File: config.mk
export PLATFORM = sky130hd
export DESIGN_NAME = irqc_top
export DESIGN_NICKNAME = d
export VERILOG_FILES = /design/src/include/irqc_pkg.sv /design/src/include/irqc_arb_if.sv /design/src/rtl/irqc_prio.sv /design/src/rtl/irqc_sync.sv /design/src/rtl/irqc_top.sv
export VERILOG_INCLUDE_DIRS = /design/src /design/src/include
export SDC_FILE = /design/constraint.sdc
export NUM_CORES = 1
export LEC_CHECK = 0
export BUFFER_PORTS_ARGS = -buffer_cell sky130_fd_sc_hd__buf_4
export CAP_MARGIN = 20
export CORE_UTILIZATION = 26
export DETAILED_ROUTE_END_ITERATION = 12
export SETUP_SLACK_MARGIN = 0.2
export SLEW_MARGIN = 0
export SYNTH_ARGS = -nofsm -noshare
export SYNTH_HDL_FRONTEND = slang
export SYNTH_HIERARCHICAL = 1
export SYNTH_SLANG_ARGS = --single-unit
File: constraint.sdc
create_clock -name core_clk -period 6 [get_ports core_clk]
set_input_delay 0.6 -clock core_clk [delete_from_list [all_inputs] [get_ports core_clk]]
set_output_delay 0.6 -clock core_clk [all_outputs]
set_load 0.005 [all_outputs]
File: src/include/irqc_cfg.svh
`ifndef IRQC_CFG_SVH
`define IRQC_CFG_SVH

// Register byte offsets
`define IRQC_OFS_CTRL0 4'h0
`define IRQC_OFS_CTRL1 4'h4
`define IRQC_OFS_PINCFG 4'h8
`define IRQC_OFS_STATUS 4'hc

// Control register 0 fields
`define IRQC_C0_GLOBAL_EN 0
`define IRQC_C0_PIN_EN 1
`define IRQC_C0_T0_EN 2
`define IRQC_C0_T1_EN 3
`define IRQC_C0_PIN_FLAG 4
`define IRQC_C0_T0_FLAG 5
`define IRQC_C0_T1_FLAG 6

// Control register 1 fields
`define IRQC_C1_TB_EN 0
`define IRQC_C1_AD_EN 1
`define IRQC_C1_TB_FLAG 4
`define IRQC_C1_AD_FLAG 5

// Pin configuration fields
`define IRQC_PC_LCD_ON 0
`define IRQC_PC_PORTD0 1

// Status fields
`define IRQC_ST_FULL 4
`define IRQC_ST_PEND 5

// Reset values
`define IRQC_RST_CTRL0 8'h00
`define IRQC_RST_CTRL1 8'h00
`define IRQC_RST_PINCFG 8'h02

// Vectors, in priority order
`define IRQC_VEC_PIN 12'h004
`define IRQC_VEC_T0 12'h008
`define IRQC_VEC_T1 12'h00c
`define IRQC_VEC_TB 12'h010
`define IRQC_VEC_AD 12'h014

// Stack depth
`define IRQC_STACK_DEPTH 8

`endif

File: src/include/irqc_pkg.sv
package irqc_pkg;

  typedef enum logic [2:0] {
    IRQC_SRC_PIN = 3'b000,
    IRQC_SRC_T0 = 3'b001,
    IRQC_SRC_T1 = 3'b010,
    IRQC_SRC_TB = 3'b011,
    IRQC_SRC_AD = 3'b100
  } irqc_src_e;

  localparam int unsigned IRQC_NSRC = 5;

  typedef logic [IRQC_NSRC-1:0] irqc_srcmask_t;

endpackage

File: src/include/irqc_arb_if.sv
`timescale 1ns/1ps
interface irqc_arb_if #(parameter int PCW = 12);
  irqc_pkg::irqc_srcmask_t pending;
  logic any;
  irqc_pkg::irqc_srcmask_t grant;
  logic [PCW-1:0] vector;

  modport arb (input pending, output any, output grant, output vector);
  modport ctl (output pending, input any, input grant, input vector);
endinterface

File: src/rtl/irqc_prio.sv
`timescale 1ns/1ps
`include "irqc_cfg.svh"
module irqc_prio #(
  parameter int PCW = 12
) (
  irqc_arb_if.arb arb
);

  function automatic logic [PCW-1:0] vec_of(input int unsigned idx);
    logic [PCW-1:0] v;
    v = PCW'(`IRQC_VEC_AD);
    case (idx)
      0: v = PCW'(`IRQC_VEC_PIN);
      1: v = PCW'(`IRQC_VEC_T0);
      2: v = PCW'(`IRQC_VEC_T1);
      3: v = PCW'(`IRQC_VEC_TB);
      default: v = PCW'(`IRQC_VEC_AD);
    endcase
    return v;
  endfunction

  // Lowest index wins; external pin is index zero
  always_comb
  begin
    arb.grant = '0;
    arb.vector = '0;
    arb.any = |arb.pending;
    for (int i = irqc_pkg::IRQC_NSRC - 1; i >= 0; i--)
    begin
      if (arb.pending[i])
      begin
        arb.grant = '0;
        arb.grant[i] = 1'b1;
        arb.vector = vec_of(i);
      end
    end
  end

endmodule // irqc_prio

File: src/rtl/irqc_sync.sv
`timescale 1ns/1ps
module irqc_sync (
  input wire logic core_clk,
  input wire logic sys_rst,
  input wire logic async_in,
  output logic sync_out
);

  logic meta;
  logic next_meta;
  logic next_sync_out;

  always_comb
  begin
    next_meta = async_in;
    next_sync_out = meta;
  end

  always_ff @(posedge core_clk or posedge sys_rst)
  begin
    if (sys_rst)
    begin
      meta <= 1'b0;
      sync_out <= 1'b0;
    end
    else
    begin
      meta <= next_meta;
      sync_out <= next_sync_out;
    end
  end

endmodule // irqc_sync

File: src/rtl/irqc_top.sv
// Local design decisions: the placing of the registers and the address-and-strobe port.
`timescale 1ns/1ps
`include "irqc_cfg.svh"
module irqc_top #(
  parameter int PCW = 12,
  parameter int DEPTH = `IRQC_STACK_DEPTH
) (
  input wire logic core_clk,
  input wire logic sys_rst,
  input wire logic [3:0] reg_addr,
  input wire logic [7:0] reg_wdata,
  input wire logic reg_wr,
  input wire logic reg_rd,
  output logic [7:0] reg_rdata,
  input wire logic timer0_ovf,
  input wire logic timer1_ovf,
  input wire logic timebase_ovf,
  input wire logic conv_done,
  input wire logic irq_pin_in,
  output logic irq_pin_out,
  output logic irq_pin_oe,
  input wire logic phase_two_pulse,
  input wire logic [PCW-1:0] pc_next,
  input wire logic call_push,
  input wire logic ret_pop,
  output logic irq_ack,
  output logic [PCW-1:0] irq_vector,
  output logic [PCW-1:0] pc_restore,
  output logic pc_restore_valid,
  output logic stack_full,
  output logic wake_req
);

  localparam int PW = $clog2(DEPTH + 1);
  localparam int NS = irqc_pkg::IRQC_NSRC;

  irqc_arb_if #(.PCW(PCW)) arb_if ();

  // Control state
  logic global_irq_enable;
  logic next_global_irq_enable;
  irqc_pkg::irqc_srcmask_t irq_en;
  irqc_pkg::irqc_srcmask_t next_irq_en;
  irqc_pkg::irqc_srcmask_t irq_flag;
  irqc_pkg::irqc_srcmask_t next_irq_flag;
  logic lcd_drive_on;
  logic next_lcd_drive_on;
  logic port_d_bit0_output;
  logic next_port_d_bit0_output;

  // Pin and phase tracking
  logic pin_s;
  logic pin_d;
  logic next_pin_d;
  logic pin_armed;
  logic next_pin_armed;
  logic t2_d;
  logic next_t2_d;

  // Stack
  logic [PCW-1:0] stk [DEPTH];
  logic [PW-1:0] sp;
  logic [PW-1:0] next_sp;
  logic push_en;
  logic [PCW-1:0] push_val;

  // Outputs next values
  logic [7:0] next_reg_rdata;
  logic next_irq_pin_out;
  logic next_irq_pin_oe;
  logic next_irq_ack;
  logic [PCW-1:0] next_irq_vector;
  logic [PCW-1:0] next_pc_restore;
  logic next_pc_restore_valid;
  logic next_stack_full;
  logic next_wake_req;

  // Decoded strobes
  logic wr_c0;
  logic wr_c1;
  logic wr_pc;
  logic pin_is_input;
  logic pin_edge;
  logic t2_rise;
  logic full_now;
  logic accept;
  logic pop_ok;
  irqc_pkg::irqc_srcmask_t events;

  irqc_sync u_sync (
    .core_clk(core_clk),
    .sys_rst(sys_rst),
    .async_in(irq_pin_in),
    .sync_out(pin_s)
  );

  irqc_prio #(.PCW(PCW)) u_prio (
    .arb(arb_if.arb)
  );

  // Write decode
  always_comb
  begin
    wr_c0 = 1'b0;
    wr_c1 = 1'b0;
    wr_pc = 1'b0;
    if (reg_wr && reg_addr == `IRQC_OFS_CTRL0)
    begin
      wr_c0 = 1'b1;
    end
    else if (reg_wr && reg_addr == `IRQC_OFS_CTRL1)
    begin
      wr_c1 = 1'b1;
    end
    else if (reg_wr && reg_addr == `IRQC_OFS_PINCFG)
    begin
      wr_pc = 1'b1;
    end
  end

  // Event detection and acceptance
  always_comb
  begin
    pin_is_input = irq_en[irqc_pkg::IRQC_SRC_PIN] & ~lcd_drive_on & port_d_bit0_output;
    pin_edge = pin_armed & pin_is_input & (pin_s ^ pin_d);
    events = '0;
    events[irqc_pkg::IRQC_SRC_PIN] = pin_edge;
    events[irqc_pkg::IRQC_SRC_T0] = timer0_ovf;
    events[irqc_pkg::IRQC_SRC_T1] = timer1_ovf;
    events[irqc_pkg::IRQC_SRC_TB] = timebase_ovf;
    events[irqc_pkg::IRQC_SRC_AD] = conv_done;
    arb_if.pending = irq_flag & irq_en;
    t2_rise = phase_two_pulse & ~t2_d;
    full_now = (sp == PW'(DEPTH));
    // Core stack traffic and control register 0 and 1 writes defer acceptance one pulse
    accept = t2_rise & global_irq_enable & arb_if.any & ~full_now
             & ~call_push & ~ret_pop & ~wr_c0 & ~wr_c1;
    pop_ok = ret_pop & (sp != '0);
    next_pin_d = pin_s;
    next_pin_armed = 1'b1;
    next_t2_d = phase_two_pulse;
  end

  // Control and flag next values
  always_comb
  begin
    next_global_irq_enable = global_irq_enable;
    next_irq_en = irq_en;
    next_irq_flag = irq_flag;
    next_lcd_drive_on = lcd_drive_on;
    next_port_d_bit0_output = port_d_bit0_output;
    if (wr_c0)
    begin
      next_global_irq_enable = reg_wdata[`IRQC_C0_GLOBAL_EN];
      next_irq_en[irqc_pkg::IRQC_SRC_PIN] = reg_wdata[`IRQC_C0_PIN_EN];
      next_irq_en[irqc_pkg::IRQC_SRC_T0] = reg_wdata[`IRQC_C0_T0_EN];
      next_irq_en[irqc_pkg::IRQC_SRC_T1] = reg_wdata[`IRQC_C0_T1_EN];
      next_irq_flag[irqc_pkg::IRQC_SRC_PIN] = reg_wdata[`IRQC_C0_PIN_FLAG];
      next_irq_flag[irqc_pkg::IRQC_SRC_T0] = reg_wdata[`IRQC_C0_T0_FLAG];
      next_irq_flag[irqc_pkg::IRQC_SRC_T1] = reg_wdata[`IRQC_C0_T1_FLAG];
    end
    else if (wr_c1)
    begin
      next_irq_en[irqc_pkg::IRQC_SRC_TB] = reg_wdata[`IRQC_C1_TB_EN];
      next_irq_en[irqc_pkg::IRQC_SRC_AD] = reg_wdata[`IRQC_C1_AD_EN];
      next_irq_flag[irqc_pkg::IRQC_SRC_TB] = reg_wdata[`IRQC_C1_TB_FLAG];
      next_irq_flag[irqc_pkg::IRQC_SRC_AD] = reg_wdata[`IRQC_C1_AD_FLAG];
    end
    else if (wr_pc)
    begin
      next_lcd_drive_on = reg_wdata[`IRQC_PC_LCD_ON];
      next_port_d_bit0_output = reg_wdata[`IRQC_PC_PORTD0];
    end
    if (accept)
    begin
      next_global_irq_enable = 1'b0;
      // Only the winner is cleared, lower sources stay pending
      next_irq_flag = next_irq_flag & ~arb_if.grant;
    end
    // Events win over any clear in the same cycle
    next_irq_flag = next_irq_flag | events;
  end

  always_ff @(posedge core_clk or posedge sys_rst)
  begin
    if (sys_rst)
    begin
      global_irq_enable <= 1'(`IRQC_RST_CTRL0 >> `IRQC_C0_GLOBAL_EN);
      irq_en <= '0;
      irq_flag <= '0;
      lcd_drive_on <= 1'(`IRQC_RST_PINCFG >> `IRQC_PC_LCD_ON);
      port_d_bit0_output <= 1'(`IRQC_RST_PINCFG >> `IRQC_PC_PORTD0);
      pin_d <= 1'b0;
      pin_armed <= 1'b0;
      t2_d <= 1'b0;
    end
    else
    begin
      global_irq_enable <= next_global_irq_enable;
      irq_en <= next_irq_en;
      irq_flag <= next_irq_flag;
      lcd_drive_on <= next_lcd_drive_on;
      port_d_bit0_output <= next_port_d_bit0_output;
      pin_d <= next_pin_d;
      pin_armed <= next_pin_armed;
      t2_d <= next_t2_d;
    end
  end

  // Return-address stack, holds program counter only
  always_comb
  begin
    next_sp = sp;
    push_en = 1'b0;
    push_val = pc_next;
    if (accept)
    begin
      push_en = 1'b1;
    end
    else if (call_push && !full_now)
    begin
      push_en = 1'b1;
    end
    if (push_en)
    begin
      next_sp = sp + PW'(1);
    end
    else if (pop_ok)
    begin
      next_sp = sp - PW'(1);
    end
  end

  always_ff @(posedge core_clk)
  begin
    if (push_en)
    begin
      stk[sp[$clog2(DEPTH)-1:0]] <= push_val;
    end
  end

  always_ff @(posedge core_clk or posedge sys_rst)
  begin
    if (sys_rst)
    begin
      sp <= '0;
    end
    else
    begin
      sp <= next_sp;
    end
  end

  // Registered outputs
  always_comb
  begin
    logic [PW-1:0] top;
    top = sp - PW'(1);
    next_reg_rdata = 8'h00;
    if (reg_rd && reg_addr == `IRQC_OFS_CTRL0)
    begin
      next_reg_rdata[`IRQC_C0_GLOBAL_EN] = global_irq_enable;
      next_reg_rdata[`IRQC_C0_PIN_EN] = irq_en[irqc_pkg::IRQC_SRC_PIN];
      next_reg_rdata[`IRQC_C0_T0_EN] = irq_en[irqc_pkg::IRQC_SRC_T0];
      next_reg_rdata[`IRQC_C0_T1_EN] = irq_en[irqc_pkg::IRQC_SRC_T1];
      next_reg_rdata[`IRQC_C0_PIN_FLAG] = irq_flag[irqc_pkg::IRQC_SRC_PIN];
      next_reg_rdata[`IRQC_C0_T0_FLAG] = irq_flag[irqc_pkg::IRQC_SRC_T0];
      next_reg_rdata[`IRQC_C0_T1_FLAG] = irq_flag[irqc_pkg::IRQC_SRC_T1];
    end
    else if (reg_rd && reg_addr == `IRQC_OFS_CTRL1)
    begin
      next_reg_rdata[`IRQC_C1_TB_EN] = irq_en[irqc_pkg::IRQC_SRC_TB];
      next_reg_rdata[`IRQC_C1_AD_EN] = irq_en[irqc_pkg::IRQC_SRC_AD];
      next_reg_rdata[`IRQC_C1_TB_FLAG] = irq_flag[irqc_pkg::IRQC_SRC_TB];
      next_reg_rdata[`IRQC_C1_AD_FLAG] = irq_flag[irqc_pkg::IRQC_SRC_AD];
    end
    else if (reg_rd && reg_addr == `IRQC_OFS_PINCFG)
    begin
      next_reg_rdata[`IRQC_PC_LCD_ON] = lcd_drive_on;
      next_reg_rdata[`IRQC_PC_PORTD0] = port_d_bit0_output;
    end
    else if (reg_rd && reg_addr == `IRQC_OFS_STATUS)
    begin
      next_reg_rdata[3:0] = 4'(sp);
      next_reg_rdata[`IRQC_ST_FULL] = full_now;
      next_reg_rdata[`IRQC_ST_PEND] = arb_if.any;
    end
    next_irq_pin_oe = ~pin_is_input;
    next_irq_pin_out = port_d_bit0_output;
    next_irq_ack = accept;
    next_irq_vector = accept ? arb_if.vector : irq_vector;
    next_pc_restore = pop_ok ? stk[top[$clog2(DEPTH)-1:0]] : pc_restore;
    next_pc_restore_valid = pop_ok;
    next_stack_full = (next_sp == PW'(DEPTH));
    next_wake_req = |(next_irq_flag & next_irq_en);
  end

  always_ff @(posedge core_clk or posedge sys_rst)
  begin
    if (sys_rst)
    begin
      reg_rdata <= 8'h00;
      irq_pin_oe <= 1'b1;
      irq_pin_out <= 1'b1;
      irq_ack <= 1'b0;
      irq_vector <= '0;
      pc_restore <= '0;
      pc_restore_valid <= 1'b0;
      stack_full <= 1'b0;
      wake_req <= 1'b0;
    end
    else
    begin
      reg_rdata <= next_reg_rdata;
      irq_pin_oe <= next_irq_pin_oe;
      irq_pin_out <= next_irq_pin_out;
      irq_ack <= next_irq_ack;
      irq_vector <= next_irq_vector;
      pc_restore <= next_pc_restore;
      pc_restore_valid <= next_pc_restore_valid;
      stack_full <= next_stack_full;
      wake_req <= next_wake_req;
    end
  end

endmodule // irqc_top

# Yosys cells after proc, flatten, opt, wreduce, memory -nomap -nowiden
# Memory sizes are Yosys's and may differ from the RTL's. A register that Yosys moved wholly into a read port is not among the register bits.
# Cells that the tools add are included.
totals:
  word_cells: 108
  input_bits: 36
  register_bits: 47
  mem_bits_ro: 0
  latch_bits: 0
  output_inout_bits: 38
  n_memories: 1
  ramBits: 96
mem_list:
  columns: ["memory", "words", "width", "read_ports", "rd_clocked_by_memory_dff", "write_ports", "line", "rtl"]
  rows:
  - ["stk", 8, 12, 1, 1, 1, "irqc_top.sv:61", "logic [PCW-1:0] stk [DEPTH];"]
classes:
  bitwise_logic: 27
  n_lt_le_gt_ge: 0
  shift: 0
  n_addsub: 2
  n_div: 0
  multipliers: 0
  muxes: 39
  reduce_logical: 15
  n_eq_ne: 5
op_table:
  columns: ["op", "count"]
  rows:
  - ["$mux W5", 11]
  - ["$eq A4 B4 Y1 const B", 4]
  - ["$mux W2", 8]
  - ["$and A5 B5 Y5", 3]
  - ["$and A1 B1 Y1", 13]
  - ["$mux W1", 13]
  - ["$mux W4", 3]
  - ["$mux W6", 2]
  - ["$reduce_or A5 Y1", 2]
  - ["$logic_and A1 B1 Y1", 8]
  - ["$not A1 Y1", 8]
  - ["$mux W3", 2]
  - ["$not A5 Y5", 1]
  - ["$or A5 B5 Y5", 1]
  - ["$add A4 B1 Y4 const B", 1]
  - ["$eq A4 B3 Y1 const B", 1]
  - ["$logic_not A4 Y1", 1]
  - ["$reduce_bool A4 Y1", 1]
  - ["$sub A4 B1 Y4 const B", 1]
  - ["$reduce_and A3 Y1", 1]
  - ["$reduce_bool A2 Y1", 1]
  - ["$logic_not A1 Y1", 1]
  - ["$xor A1 B1 Y1", 1]

# Longest topological paths before layout
depth:
  depth_word: 13
  depth_mapped: 11
  depth_no_buf: 9

# By module
# The synthesis kept the hierarchy.
by_module_without_submodules:
  columns: ["mod", "area_per_inst_um2", "cells_per_inst", "instances", "seq_area_each_um2"]
  rows:
  - ["irqc_top", 6129.6, 399, 1, 4312.9]
  - ["irqc_prio", 152.6, 24, 1, 0.0]
  - ["irqc_sync", 53.8, 3, 1, 50.0]

# Worst setup path before layout
# Ideal clock, no wire load.
synth_path:
  path_type: "flip-flop to flip-flop"
  startpoint: "register sp[0]"
  endpoint: "memory stk[0][0] (enable)"
  setup_time_ns: 0.412
  path_stages_with_launch: 10
  arrival_ns: 3.048
  path_slack_ns: 2.539
  path_cell_list: "dfrtp_1 > clkbuf_1 > clkbuf_1 > inv_1 > ha_1 > nand3b_1 > nand4_4 > inv_4 > a21oi_2 > nor4_1"
synth_between:
  elab_chain_len: 10
  word_cells_on_any_way: 13
  cone_classes: "1 x eq/ne; 4 x mux; 6 x bitwise; 2 x reduce/logical"
synth_rtl:
  columns: ["element", "line", "rtl"]
  rows:
  - ["from (decl)", "irqc_top.sv:62", "logic [PW-1:0] sp;"]
  - ["from (signal assigned)", "irqc_top.sv:250", "sp <= next_sp;"]
  - ["$eq A4 B4 Y1", "irqc_top.sv:134", "full_now = (sp == PW'(DEPTH));"]
  - ["$not A1 Y1", "irqc_top.sv:136", "accept = t2_rise & global_irq_enable & arb_if.any & ~full_now"]
  - ["$and A1 B1 Y1", "irqc_top.sv:136", null]
  - ["$and A1 B1 Y1 (4 in series)", "irqc_top.sv:137", "& ~call_push & ~ret_pop & ~wr_c0 & ~wr_c1;"]
  - ["$mux W1", "irqc_top.sv:216", "if (accept)"]
  - ["$mux W1", "irqc_top.sv:236", "if (push_en)"]
  - ["$mux W1 (not written as such)", "irqc_top.sv:238", "stk[sp[$clog2(DEPTH)-1:0]] <= push_val;"]
  - ["to (decl)", "irqc_top.sv:61", null]
# Several ways; a longest one is shown, not always the timed one.

# Worst setup path after layout
layout_path:
  startpoint: "register sp[0]"
  endpoint: "memory stk[4][2] (enable)"
# Same word-level chain as after synthesis.

==> impl_metrics.toml <==
[detailed_routing]
drc = 0
avgViaCountPerCell = 4.51
dr.pass1.iters = 4
vias = 3778
drtIter0Drc = 231
detail-route-antenna-nets = 0
avgRoutedWirePerCell_um = 16.6
drt-total-wl_mm = 13.9

[timing]
fin_worst_skew_ns = 0.0129
fmax_mhz = 312
drv_slew = 0
fin_tns_setup_ns = 0
finalSetupViolations = 0
rsz0062_at_grt = "no"
relSlewSlack = 0.476
finalCritPeriodShare = 0.533
worst_pin_slew_ns = 0.786
setup_slack_ns = 2.80
hold_viol_final = 0
period_minus_slack_ns = 3.20

[yosys]
ys_seq_area_frac = 0.689
synthFlopType = "edfxtp_1"
synth-compound-area-share = 0.0440
syn_inst = 426
yosys.area.top_type = "edfxtp_1"
synth_top_family_by_area = "simple AND/OR/NAND/NOR gates"
synth_area_um2 = 6340
ys_top_cells_by_area = "edfxtp_1 (45%), dfrtp_1 (22%), mux4_2 (9.2%), nand2_1 (4.3%), a22oi_1 (1.4%)"
synth.distinct_cells = 52
yosysTopAreaCellShare = 0.455
async_reset_ff_frac = 0.381
synthTopCellsByCount = "edfxtp_1 (96), nand2_1 (72), dfrtp_1 (56), mux4_2 (26), nor2_1 (15)"
syn_avg_cell_area_um2 = 14.9
ys_warn_count = 6
synth_xor_xnor_area_share = 0.00415
synthAdderAreaFrac = 0.00395
yosysMostFrequentCell = "edfxtp_1"
ys_seq_elements = 155
synth_edf_count = 96
synthSimpleGateAreaFrac = 0.115
synth_mux_area_frac = 0.110

[setup_path]
rrSetupSlack_ns = 2.80
arrival_ns = 3.31
r2r-end = "stk[4][2]"
cp-endpoint = "stk[4][2]"
cp_cell_sequence = "buf_12 > inv_1 > ha_1 > nand3b_1 > nand4_4 > nand2_1 > nand2_1 > nor3_1 > buf_4"
crit_type = "flip-flop to flip-flop"
crit_required_ns = 6.11
cpMaxStageDelayCell = "dfrtp_2"
crit_path_frequent_cell = "nand2_1"
worstReg2RegStart = "sp[0]"
ff2ff_path_depth = 9
start_kind = "flip-flop"
critPathLaunch = "sp[0]"
critPathMaxFanout = 24
slowest_delay_ns = 0.58
cp-end-kind = "flip-flop"

[clock_tree]
postCtsResizedCells = 0
numCtsBuffers = 17
cts_tree = "yes"
post_cts_buffers = 0
clkSlewWorstSetupHoldPaths_ns = 0.06
root_buffer = "clkbuf_16"
postCtsHoldBufs = 0
clock-sinks = 155
clkLatencyLatePin_ns = 0.43
htree_levels = 4
cts_buffer_depth = 2

[global_routing]
grt_overflow_total = 0
grt_start_max_net_pins = 58
antenna_found_initial = 0
track_usage = 0.118
grt_pass1_vias = 3911
grt_pass1_wl_mm = 21.6

[die]
initial_core_util = 0.268
chipWidth_um = 158
fp.coreArea_um2 = 23700
die_height_um = 158
rows = 56
die-area_um2 = 25000
ioPinCount = 74

[placement]
hpwlAfterDp_mm = 9.00
dpl_worst_slack_ns = 2.30
gp_congestion = 0.852
placement.io_buffers = 71
dp_cells = 805

[layout]
finalNetCount = 544
num_antenna_cells = 0
drive_gt1_frac = 0.314
area_growth_pct = 23.5
stdcell_count = 838

[hold_path]
hold_class = "input pin to async pin"

[power_and_ir_drop]
power.density_nw_per_um2 = 448
p_leak_nw = 3.07
power_mw = 3.51
max-vdd-ir-drop_mv = 0.202

[outcome]
status = "finished, final reports clean"

[run]
maxCapViolations = 0
-- flip-flops by register name (all words and copies together) (netlist names), 4 cells and up --
name        cells
sp              4
irq_en          5
pc_restore     12
irq_vector     12
stk            96
reg_rdata       7
irq_flag        5
-- power by group --
part           switching [mW]  internal [mW]
clock                   0.447          0.583
sequential              0.123           1.34
combinational           0.511          0.500
total                    1.08           2.43
-- routing by layer --
metal | global-route usage | vias up | wire length (µm)
met5 | 0 | - | 0
met4 | 0.0499 | 0 | 209
met3 | 0.0304 | 18 | 882
met2 | 0.194 | 137 | 6830
met1 | 0.148 | 1905 | 6020
li1 | - | 1718 | -
-- area by class of cell --
type                       count  area [µm²]
clock buffer                  19         433
clock inverter                13         130
fill                        2372       15900
inverter                      11        43.8
multi-input combinational    238        1820
sequential                   155        4360
tap                          319         399
timing repair buffer          83         636
-- worst min-delay path by stage --
| stage | end | from | depth (start not counted) |
|---|---|---|---|
| final | u_sync/meta | sys_rst | 2 |
| after detailed placement | u_sync/sync_out | u_sync/meta | 0 |
| after floorplan | u_sync/sync_out | u_sync/meta | 0 |
| after global routing | u_sync/meta | sys_rst | 2 |
| after global placement | u_sync/sync_out | u_sync/meta | 0 |
| after CTS | u_sync/meta | sys_rst | 2 |
-- per-stage QoR --
stage	utilization	hold WS (ns)	instance area [µm²]
global route	0.330	0.0268	7820
finish	0.330	0.0374	7820
CTS	0.330	0.0213	7800
floorplan	-	0.331	6370
detailed placement	0.306	0.338	7240
global placement	0.306	0.343	7240
-- cell usage in the layout, fill, tap and decap left out, drive strengths merged, types with 10 or more instances in the layout --
cell | synthesis | layout
a21oi | 10 | 10
a22oi | 12 | 12
buf | 20 | 83
clkbuf | 10 | 19
conb | 3 | 11
dfrtp | 56 | 56
edfxtp | 96 | 96
inv | 11 | 19
mux4 | 26 | 26
nand2 | 72 | 72
nor2 | 15 | 15
-- kinds of logic (layout without fill, tap and decap cells) --
family / after synthesis / after routing
mux: 36 / 36
fa+ha+maj: 2 / 2
flops: 155 / 155
compound gates: 40 / 40
simple gates: 146 / 146
xor+xnor: 3 / 3
other cells: 3 / 11
buf+inv: 41 / 126
-- critical path, delay by kind of cell (launching register included) --
family	cells	cell delay [ns]
adder cells (fa/ha/maj)	1	0.27
AND/OR/NAND/NOR	5	1.32
flip-flops	1	0.58
buffers and inverters	3	0.71
No activity file was read; power rests on OpenSTA's default activity.
